`src/logic/tka_map.svh`:
```
`ifndef TKA_MAP_SVH
`define TKA_MAP_SVH
// **********************************************************************
// Serial command byte and link addresses
// **********************************************************************
`define TKA_CMD_READ   7
`define TKA_ADR_CTL    7'h0f
`define TKA_ADR_TIME   7'h10
`define TKA_CMD_BITS   6'h08
`define TKA_CTL_BITS   6'h10
`define TKA_TIME_BITS  6'h28
// **********************************************************************
// Control word layout and reset value
// **********************************************************************
`define TKA_CTL_UNLOCK 12
`define TKA_CTL_RUN    11
`define TKA_CTL_RST    16'h0800
// **********************************************************************
// Timekeeping constants
// **********************************************************************
`define TKA_XTAL_HZ    32768
`define TKA_TICK_HZ    256
`define TKA_TICK_LAST  (7'((`TKA_XTAL_HZ / `TKA_TICK_HZ) - 1))
`define TKA_FINE_MAX   8'hff
`define TKA_COARSE_RST 32'h0000_0000
`define TKA_FINE_RST   8'h00
// **********************************************************************
// Host side: serial clock half period and software registers
// **********************************************************************
`define TKA_SCLK_HALF  4'h4
`define TKA_H_TXHI     4'h0
`define TKA_H_TXLO     4'h1
`define TKA_H_CMD      4'h2
`define TKA_H_STAT     4'h3
`define TKA_H_RXHI     4'h4
`define TKA_H_RXLO     4'h5
`define TKA_H_LEN_LSB  8
`define TKA_H_LEN_MSB  13
`endif

```
`src/logic/tka_pkg.sv`:
```
package tka_pkg;
  // Device end link phases
  typedef enum logic [2:0] {
    TKA_D_CMD, TKA_D_WCTL, TKA_D_WTIME, TKA_D_RD, TKA_D_SKIP
  } tka_dev_state_type;
  // Host end sequencer states
  typedef enum logic [1:0] {
    TKA_H_IDLE, TKA_H_LOW, TKA_H_HIGH, TKA_H_TAIL
  } tka_host_state_type;
  typedef logic [39:0] tka_word_type;
endpackage

```
`src/logic/tka_link_if.sv`:
```
`timescale 1ns/10ps
// **********************************************************************
// Four-wire serial link, all lines sampled on the system clock
// **********************************************************************
interface tka_link_if;
  logic sclk;
  logic cs_n;
  logic mosi;
  logic miso;
  modport dev  (input sclk, input cs_n, input mosi, output miso);
  modport host (output sclk, output cs_n, output mosi, input miso);
endinterface

```
`src/logic/tka_device_end.sv`:
```
`timescale 1ns/10ps
`include "tka_map.svh"
module tka_device_end
(
  // Clock, reset, enable
  input  wire logic   CLK,
  input  wire logic   RST,
  input  wire logic   CE,
  // Crystal clock, sampled on CLK
  input  wire logic   XTAL_32K,
  // Serial link
  tka_link_if.dev     link,
  // Counter and control view
  output logic [31:0] COARSE_TIME,
  output logic [7:0]  FINE_TIME,
  output logic        WRITE_UNLOCK,
  output logic        RUN_ENABLE
);
  import tka_pkg::*;

  // **********************************************************************
  // Declarations
  // **********************************************************************
  // Named copy of the control reset word, so single bits can be picked
  localparam logic [15:0] CTL_RST = `TKA_CTL_RST;
  tka_dev_state_type phase_r;
  tka_dev_state_type phase_nxt;
  logic [5:0]        cnt_r;
  logic [5:0]        cnt_nxt;
  tka_word_type      sh_r;
  tka_word_type      sh_nxt;
  tka_word_type      snap_r;
  tka_word_type      snap_nxt;
  logic              unlock_r;
  logic              unlock_nxt;
  logic              run_r;
  logic              run_nxt;
  logic              sclk_q_r;
  logic              xtal_q_r;
  logic [6:0]        div_r;
  logic [6:0]        div_nxt;
  logic [7:0]        fine_r;
  logic [7:0]        fine_nxt;
  logic [31:0]       coarse_r;
  logic [31:0]       coarse_nxt;
  tka_word_type      bit_in;
  logic [15:0]       ctl_view;
  logic              load_now;
  logic              sclk_rise;
  logic              xtal_rise;
  logic              tick;

  // Edge detection; link and crystal are synchronous to CLK
  assign sclk_rise = link.sclk & ~sclk_q_r;
  assign xtal_rise = XTAL_32K & ~xtal_q_r;
  assign bit_in    = {sh_r[38:0], link.mosi};

  // Control word as seen on a control read
  always_comb
  begin
    ctl_view                  = 16'h0000;
    ctl_view[`TKA_CTL_UNLOCK] = unlock_r;
    ctl_view[`TKA_CTL_RUN]    = run_r;
  end

  // **********************************************************************
  // Serial link decoder
  // **********************************************************************
  // Next state of the link group
  always_comb
  begin
    phase_nxt  = phase_r;
    cnt_nxt    = cnt_r;
    sh_nxt     = sh_r;
    snap_nxt   = snap_r;
    unlock_nxt = unlock_r;
    run_nxt    = run_r;
    load_now   = 1'b0;
    if (link.cs_n)
    begin
      // Frame over: a partial time write never loaded, so it is lost
      phase_nxt = TKA_D_CMD;
      cnt_nxt   = 6'h00;
    end
    else if (sclk_rise)
    begin
      cnt_nxt = cnt_r + 6'h01;
      sh_nxt  = bit_in;
      case (phase_r)
        TKA_D_CMD:
        begin
          if (cnt_r == `TKA_CMD_BITS - 6'h01)
          begin
            cnt_nxt = 6'h00;
            if (bit_in[`TKA_CMD_READ])
            begin
              phase_nxt = TKA_D_RD;
              // Frozen copy, so a carry during the shift cannot tear it
              if (bit_in[6:0] == `TKA_ADR_TIME)
                snap_nxt = {coarse_r, fine_r};
              else if (bit_in[6:0] == `TKA_ADR_CTL)
                snap_nxt = {ctl_view, 24'h000000};
              else
                snap_nxt = 40'h00_0000_0000;
            end
            else if (bit_in[6:0] == `TKA_ADR_TIME)
              phase_nxt = TKA_D_WTIME;
            else if (bit_in[6:0] == `TKA_ADR_CTL)
              phase_nxt = TKA_D_WCTL;
            else
              phase_nxt = TKA_D_SKIP;
          end
        end
        TKA_D_WCTL:
        begin
          if (cnt_r == `TKA_CTL_BITS - 6'h01)
          begin
            phase_nxt  = TKA_D_SKIP;
            // Unlock lands only now; run uses the unlock held before
            unlock_nxt = bit_in[`TKA_CTL_UNLOCK];
            if (unlock_r)
              run_nxt = bit_in[`TKA_CTL_RUN];
          end
        end
        TKA_D_WTIME:
        begin
          if (cnt_r == `TKA_TIME_BITS - 6'h01)
          begin
            phase_nxt = TKA_D_SKIP;
            load_now  = unlock_r;
          end
        end
        TKA_D_RD:
        begin
          // Host sampled the current bit at this edge; present next
          snap_nxt = {snap_r[38:0], 1'b0};
        end
        TKA_D_SKIP:
        begin
          cnt_nxt = cnt_r;
        end
        default:
        begin
          phase_nxt = TKA_D_SKIP;
        end
      endcase
    end
  end

  // Link group registers
  always_ff @(posedge CLK or posedge RST)
  begin
    if (RST)
    begin
      phase_r  <= TKA_D_CMD;
      cnt_r    <= 6'h00;
      sh_r     <= 40'h00_0000_0000;
      snap_r   <= 40'h00_0000_0000;
      unlock_r <= CTL_RST[`TKA_CTL_UNLOCK];
      run_r    <= CTL_RST[`TKA_CTL_RUN];
      sclk_q_r <= 1'b0;
    end
    else if (CE)
    begin
      phase_r  <= phase_nxt;
      cnt_r    <= cnt_nxt;
      sh_r     <= sh_nxt;
      snap_r   <= snap_nxt;
      unlock_r <= unlock_nxt;
      run_r    <= run_nxt;
      sclk_q_r <= link.sclk;
    end
  end

  // **********************************************************************
  // Timekeeping counters
  // **********************************************************************
  // Tick divider and counter next values
  always_comb
  begin
    div_nxt    = div_r;
    fine_nxt   = fine_r;
    coarse_nxt = coarse_r;
    tick       = 1'b0;
    if (xtal_rise)
    begin
      if (div_r == `TKA_TICK_LAST)
      begin
        div_nxt = 7'h00;
        tick    = 1'b1;
      end
      else
        div_nxt = div_r + 7'h01;
    end
    // A load wins over the tick that shares its cycle
    if (load_now)
    begin
      coarse_nxt = bit_in[39:8];
      fine_nxt   = bit_in[7:0];
    end
    else if (run_r && tick)
    begin
      fine_nxt = fine_r + 8'h01;
      if (fine_r == `TKA_FINE_MAX)
        coarse_nxt = coarse_r + 32'h0000_0001;
    end
  end

  // Counter group registers
  always_ff @(posedge CLK or posedge RST)
  begin
    if (RST)
    begin
      div_r    <= 7'h00;
      fine_r   <= `TKA_FINE_RST;
      coarse_r <= `TKA_COARSE_RST;
      xtal_q_r <= 1'b0;
    end
    else if (CE)
    begin
      div_r    <= div_nxt;
      fine_r   <= fine_nxt;
      coarse_r <= coarse_nxt;
      xtal_q_r <= XTAL_32K;
    end
  end

  // **********************************************************************
  // Outputs, all straight from flops
  // **********************************************************************
  assign link.miso    = snap_r[39];
  assign COARSE_TIME  = coarse_r;
  assign FINE_TIME    = fine_r;
  assign WRITE_UNLOCK = unlock_r;
  assign RUN_ENABLE   = run_r;
endmodule

```
`src/flat_wrapper.sv`:
```
// flat-port wrapper written by rule: the top's interface ports become plain ports
module tka_device_end_flat import tka_pkg::*;
  (CLK, RST, CE, XTAL_32K, COARSE_TIME, FINE_TIME, WRITE_UNLOCK, RUN_ENABLE, link_sclk, link_cs_n, link_mosi, link_miso);
  tka_link_if link_i ();
  input  wire logic CLK;
  input  wire logic RST;
  input  wire logic CE;
  input  wire logic XTAL_32K;
  output logic [31:0] COARSE_TIME;
  output logic [7:0] FINE_TIME;
  output logic WRITE_UNLOCK;
  output logic RUN_ENABLE;
  input wire logic [$bits(link_i.sclk)-1:0] link_sclk;
  input wire logic [$bits(link_i.cs_n)-1:0] link_cs_n;
  input wire logic [$bits(link_i.mosi)-1:0] link_mosi;
  output wire logic [$bits(link_i.miso)-1:0] link_miso;
  assign link_i.sclk = link_sclk;
  assign link_i.cs_n = link_cs_n;
  assign link_i.mosi = link_mosi;
  assign link_miso = link_i.miso;
  tka_device_end u_core (.CLK(CLK), .RST(RST), .CE(CE), .XTAL_32K(XTAL_32K), .link(link_i), .COARSE_TIME(COARSE_TIME), .FINE_TIME(FINE_TIME), .WRITE_UNLOCK(WRITE_UNLOCK), .RUN_ENABLE(RUN_ENABLE));
endmodule
```
`config.mk`:
```
export PLATFORM = sky130hd
export DESIGN_NAME = tka_device_end_flat
export DESIGN_NICKNAME = d
export VERILOG_FILES = /design/src/logic/tka_pkg.sv /design/src/logic/tka_link_if.sv /design/src/logic/tka_device_end.sv /design/src/flat_wrapper.sv
export VERILOG_INCLUDE_DIRS = /design/src /design/src/logic
export SDC_FILE = /design/constraint.sdc
export NUM_CORES = 1
export LEC_CHECK = 0
export BUFFER_PORTS_ARGS = -buffer_cell sky130_fd_sc_hd__clkbuf_2
export CORE_ASPECT_RATIO = 1.75
export CORE_UTILIZATION = 30
export CTS_CLUSTER_SIZE = 12
export DETAILED_ROUTE_END_ITERATION = 8
export HOLD_SLACK_MARGIN = 0.02
export PLACE_DENSITY = 0.42
export SLEW_MARGIN = 20
export SYNTH_ARGS = -nofsm -noshare
export SYNTH_HDL_FRONTEND = slang
export SYNTH_SLANG_ARGS = --single-unit
export TNS_END_PERCENT = 20
```
`constraint.sdc`:
```
create_clock -name CLK -period 12.6 [get_ports CLK]
set_input_delay 1.26 -clock CLK [delete_from_list [all_inputs] [get_ports CLK]]
set_output_delay 1.26 -clock CLK [all_outputs]
set_load 0.05 [all_outputs]
```
==> results of run 1 <==
synth_stat cells, types with 3 or more instances:
| cell type | instances |
|---|---|
| nor4_1 | 5 |
| nor3_1 | 10 |
| nor2_1 | 24 |
| buf_2 | 7 |
| and2_1 | 9 |
| buf_6 | 5 |
| dfrtp_1 | 138 |
| xor2_1 | 7 |
| nand2b_1 | 4 |
| clkbuf_1 | 33 |
| a31oi_1 | 19 |
| mux2_2 | 82 |
| o32ai_1 | 3 |
| and4_1 | 5 |
| buf_1 | 5 |
| inv_1 | 8 |
| nand2_1 | 133 |
| ha_1 | 4 |
| mux2i_1 | 5 |
| or3_1 | 3 |
| nand3b_1 | 3 |
| nand4_1 | 14 |
| o41ai_1 | 4 |
| a21o_1 | 5 |
| o21ai_0 | 31 |
| and3_1 | 11 |
| o22ai_1 | 14 |
| o31ai_1 | 13 |
| a21oi_1 | 54 |
| or4_1 | 3 |
| nand3_1 | 62 |
through the flow:
step           instance area (um2)  utilization  cells  hold WS (ps)
3_3_place_gp                  7818       0.3254   1074         480.0
5_1_grt                       8447       0.3516   1107         500.3
4_1_cts                       8399       0.3496   1105         484.1
2_1_floorplan                 7376            -    765         447.9
3_5_place_dp                  7818       0.3254   1074         472.4
6_report                      8447       0.3516   1107         477.6
cells by family (layout without fill, tap and decap cells):
kind of cell,count (synthesis),after routing,share of synthesized area
buffers and inverters,60,94,0.03783
AO/OA/AOI/OAI,164,164,0.1379
XOR/XNOR,9,9,0.01069
adder cells (fa/ha/maj),4,4,0.006786
multiplexers,88,88,0.1335
AND/OR/NAND/NOR,301,301,0.2015
flip-flops,139,139,0.4718
final cells by class:
type | instances | area share
inverters | 8 | 0.004148
clock buffers | 25 | 0.05866
clock inverters | 6 | 0.01022
multi-input cells | 566 | 0.4312
repair buffers | 55 | 0.03822
flip-flops and latches | 139 | 0.4119
well taps | 308 | 0.04562
power by group through the flow:
stage	clock network [mW]	registers (mW)	logic (mW)
2_1_floorplan	0	0.492	0.0430
5_1_grt	0.533	0.489	0.0688
4_1_cts	0.518	0.486	0.0621
6_report	0.505	0.487	0.0610
3_5_place_dp	0	0.494	0.0621
3_3_place_gp	0	0.493	0.0602
flip-flops by register name, summed over array words and instances, names as in the netlist:
register and flops:
u_core.sclk_q_r 1, u_core.xtal_q_r 1, u_core.cnt_r 6, u_core.RUN_ENABLE 1, u_core.snap_r 40, u_core.FINE_TIME 8
u_core.sh_r 39, u_core.WRITE_UNLOCK 1, u_core.phase_r 3, u_core.COARSE_TIME 32, u_core.div_r 7
worst max-delay path, stage by stage:
cell and delay [ps]:
clkbuf_2 90, nor2b_1 450, nand4_1 420, o21ai_2 940
and2_1 610, a21oi_1 150
worst max-delay path by stage:
stage | startpoint | end | cells past startpoint
global route | XTAL_32K | u_core.COARSE_TIME[3] | 6
CTS | XTAL_32K | u_core.COARSE_TIME[3] | 6
floorplan | RST | u_core.COARSE_TIME[0] | 1
global placement | link_cs_n | u_core.COARSE_TIME[3] | 6
finish | XTAL_32K | u_core.COARSE_TIME[3] | 6
detailed placement | XTAL_32K | u_core.COARSE_TIME[3] | 6
metal layers:
layer	track usage	wire length (um)
met2	0.3504	12570
met3	0.03587	775
met4	0.1034	840
met5	0	0
met1	0.2104	8958
==> flow_summary.toml, run 1 <==
[final_layout]
ff_latch_area_mm2 = 0.003480
fin_nets = 798
multi_input_area_mm2 = 0.003642
area_delta_synth_final_pct = 14.52
final_cell_mix = "dfrtp_1, nand2_1, mux2_2"
n_antenna_cell = 0
layout-drive-gt1-share = 0.2253
fill_cells = 2528
layout_commonest_cell = "dfrtp_1"

[global_route]
grt_pass1_wl_um = 36020
grt_pass1_vias = 6152
antenna_found_initial = 0
grt_max_degree = 74
grt.overflow.total = 0
grt_usage = 0.1936

[critical_path]
reg2reg_depth = 6
arrival_ps = 3930
rr_endpoint = "u_core.COARSE_TIME[3]"
crit_required_ps = 12900
cp-start-kind = "input pin"
path_class = "input pin to register"
reg2reg_slack_ps = 9350
critPathCaptureType = "register"
r2r_start = "u_core.cnt_r[0]"
crit_fanout = 21

[die]
fp.dieH_um = 209.4
pin_count = 50
row_count = 75
die_area_mm2 = 0.02524
core_mm2 = 0.02402
initial_core_util = 0.3070
die_w_um = 120.5

[min_path]
holdPathStages = 1
hold_start = "u_core.div_r[6]"
worstHoldEndpoint = "u_core.div_r[6]"
hp-class = "register to register"

[timing]
fin_setup_tns_ps = 0
worst_slew_pin_slew_ps = 1037
layout_setup_ws_ps = 8971
max-slew-margin-rel = 0.3083
max_freq_mhz = 275.6
period_share = 0.2880
fin_crit_ps = 3629
drv_slew = 0
final.setup_skew_ps = 9.930
setup_viol = 0
rsz0062_at_grt = "false"
hold_violations = 0

[clock_tree]
worstSkewPairLatency_ps = 450
cts.sinks = 139
hold_buffers = 0
postCtsSetupRepairBufs = 0
path_clk_slew_ps = 60
htree_levels = 4
cts_buffers = 17
clockRootBuffer = "clkbuf_16"
cts_resized = 0
ctsLongestPathBuffers = 2
tritoncts = "yes"

[place]
dp_slack_ps = 8572
gp_congestion = 0.8287
dp.final_hpwl_um = 15850
io_buffers = 49

[power]
switching_share = 0.2392
power_frac_clock = 0.479
pwr-share-seq = 0.463
powerDensity_mw_per_mm2 = 124.6
pwr-share-comb = 0.058
internal-power_uw = 800.6
cellLeakagePower_nw = 3.946
switchingPower_uw = 251.7
totalPowerFinal_mw = 1.052
ir_drop_mv = 0.07006

[synthesis]
ys_ff_latch = 139
async_flop_share = 1.000
ys.flop_type = "dfrtp_1"
ys_types = 60
synthTopCellsByArea = "dfrtp_1, mux2_2, nand2_1"
synth_area_mm2 = 0.007376
avgSynthCellArea_um2 = 9.642
yosys_warnings = 0
yosys.area.top_type = "dfrtp_1"
synth-edff-count = 0
yosysSeqAreaShare = 0.4718
postSynthCellCount = 765
syn_nets = 776
synth_top_cell_area_share = 0.4682

[detailed_routing]
antenna_left = 0
drt_first_pass_iters = 4
vias = 6080
drt_iter0_drc = 330
via_per_inst = 5.492
wl_um = 23150
drt_drc_violations_left = 0
wire_per_inst_um = 20.91

[run_status]
status = "finished clean"

[flow_run]
maxCapViolCount = 0
(Power assumes the default switching activity.)
==> run 2, diff against run 1 <==
--- a/config.mk
+++ b/config.mk
@@ -12,7 +12,7 @@
 export CTS_CLUSTER_SIZE = 12
 export DETAILED_ROUTE_END_ITERATION = 8
 export HOLD_SLACK_MARGIN = 0.02
-export PLACE_DENSITY = 0.42
+export PLACE_DENSITY = 0.44
 export SLEW_MARGIN = 20
 export SYNTH_ARGS = -nofsm -noshare
 export SYNTH_HDL_FRONTEND = slang
==> constraint.sdc (replaced) <==
create_clock -name CLK -period 3.1 [get_ports CLK]
set_input_delay 0.31 -clock CLK [delete_from_list [all_inputs] [get_ports CLK]]
set_output_delay 0.31 -clock CLK [all_outputs]
set_load 0.05 [all_outputs]
==> run 2 against run 1 <==
Effect of this change: combinational power rose to 4.2 times the previous value; sequential share of layout area fell by 0.60 points; die area did not move; hold slack got worse by 450 ps; worst setup slack got worse by 8500 ps; first-iteration DRC count rose by 36%; utilization rose by 0.52 points; largest power group unchanged; highest routed layer unchanged.
==> flow_summary.toml, run 2 (same netlist as run 1, synthesis figures left out) <==
[run_status]
status = "finished clean"

[timing]
fin_setup_tns_ps = 0
max-slew-margin-rel = 0.4393
drv_slew = 0
rsz0062_at_grt = "false"
max_freq_mhz = 384.6
worst_slew_pin_slew_ps = 841.0
period_share = 0.8388
setup_viol = 0
hold_violations = 0
final.setup_skew_ps = 10.34
fin_crit_ps = 2600
whs_ps = 28.25

[place]
io_buffers = 49
gp_congestion = 0.8131
dp.final_hpwl_um = 16100

[die]
die_w_um = 120.5
die_area_mm2 = 0.02524
initial_core_util = 0.3070
row_count = 75
core_mm2 = 0.02402
pin_count = 50
fp.dieH_um = 209.4

[critical_path]
r2r_start = "u_core.cnt_r[0]"
critical_path_buf_inv_count = 1
path_class = "register to register"
critPathLaunch = "u_core.cnt_r[0]"
cp-start-kind = "register"
critical-path-max-stage-delay_ps = 760
slowest_stage = "or4_4"
critPathCaptureType = "register"
crit_fanout = 32
crit_required_ps = 3450
path_cells = "ha_1, nand4bb_4, or4_4, o21ai_2, buf_4, a31oi_1, a21oi_1"
arrival_ps = 2950
crit_family = "simple AND/OR/NAND/NOR gates"

[flow_run]
maxCapViolCount = 0

[power]
pwr-share-seq = 0.445
switching_share = 0.2448
power_frac_clock = 0.499
ir_drop_mv = 0.2669
totalPowerFinal_mw = 4.460
cellLeakagePower_nw = 4.023
powerDensity_mw_per_mm2 = 520.3
switchingPower_mw = 1.092
pwr-share-comb = 0.057
internal-power_mw = 3.368

[clock_tree]
cts.sinks = 139
ctsLongestPathBuffers = 2
tritoncts = "yes"
path_clk_slew_ps = 60
hold_buffers = 0
worstSkewPairLatency_ps = 440
cts_resized = 0
postCtsSetupRepairBufs = 0
cts_buffers = 17
clockRootBuffer = "clkbuf_16"
htree_levels = 4

[final_layout]
n_antenna_cell = 0
final_cell_mix = "dfrtp_1, nand2_1, mux2_2"
layout-drive-gt1-share = 0.2420
fill_cells = 2506
fin_nets = 812
layout_commonest_cell = "dfrtp_1"
largest_reg_flops = 40
top_register = "u_core.snap_r"
area_delta_synth_final_pct = 16.22

[detailed_routing]
via_per_inst = 5.506
drt_first_pass_iters = 6
antenna_left = 0
wire_per_inst_um = 20.72
drt_drc_violations_left = 0
wl_um = 23250
drt_iter0_drc = 450
vias = 6178

[global_route]
grt_pass1_vias = 6460
grt.overflow.total = 0
grt_usage = 0.1938
grt_pass1_wl_um = 36940
grt_max_degree = 140
antenna_found_initial = 0

[min_path]
hp-class = "input pin to async pin"
## run 2: worst min-delay path: cells and delay by family
| family | cells | cell delay [ps] |
|---|---|---|
| buffers and inverters | 3 | 650 |
## run 2: path summary, 6_finish.rpt
| path | slack, ps | cells after the start | end |
|---|---|---|---|
| max | 500 | 7 | u_core.COARSE_TIME[22] |
| min reg2reg | 500 | 1 | u_core.div_r[6] |
| min | 30 | 3 | u_core.cnt_r[2] |
| max reg2reg | 500 | 7 | u_core.COARSE_TIME[22] |
| max in group asynchronous | 2410 | 3 | u_core.snap_r[17] |
| min in group CLK | 120 | 2 | u_core.xtal_q_r |
## run 2: layer usage
layer  GRT usage  wire [um]  up-vias
li1            -          -     2855
met1      0.2075       8860     3107
met2      0.3537      12540      163
met3     0.03397        792       53
met4      0.1077       1058        0
met5           0          0        -
## run 2: layout make-up
type	count	area, um2	share of cell area
inverter	8	33.78	0.003941
clock buffer	19	442.9	0.05167
multi-input combinational	566	3632	0.4237
timing repair buffer	69	407.9	0.04758
clock inverter	13	190.2	0.02219
sequential	139	3480	0.4059
tap	308	385.4	0.04496
## run 2: metrics by stage
step / instances / util / area [um2] / worst slack, ps
final: 1122 / 0.3568 / 8572 / 499.7
after global routing: 1122 / 0.3568 / 8572 / 381.0
after CTS: 1122 / 0.3568 / 8572 / 548.1
after detailed placement: 1090 / 0.3305 / 7939 / 550.0
after global placement: 1090 / 0.3305 / 7939 / 607.5
after floorplan: 765 / - / 7380 / 868.4
## run 2: power by group through the flow
stage                     Combinational, mW  Clock, mW  Sequential [mW]
after CTS                             0.260       2.27             1.98
after global placement                0.251          0             2.01
after floorplan                       0.175          0             2.00
final                                 0.254       2.22             1.98
after detailed placement              0.258          0             2.01
after global routing                  0.283       2.35             1.99
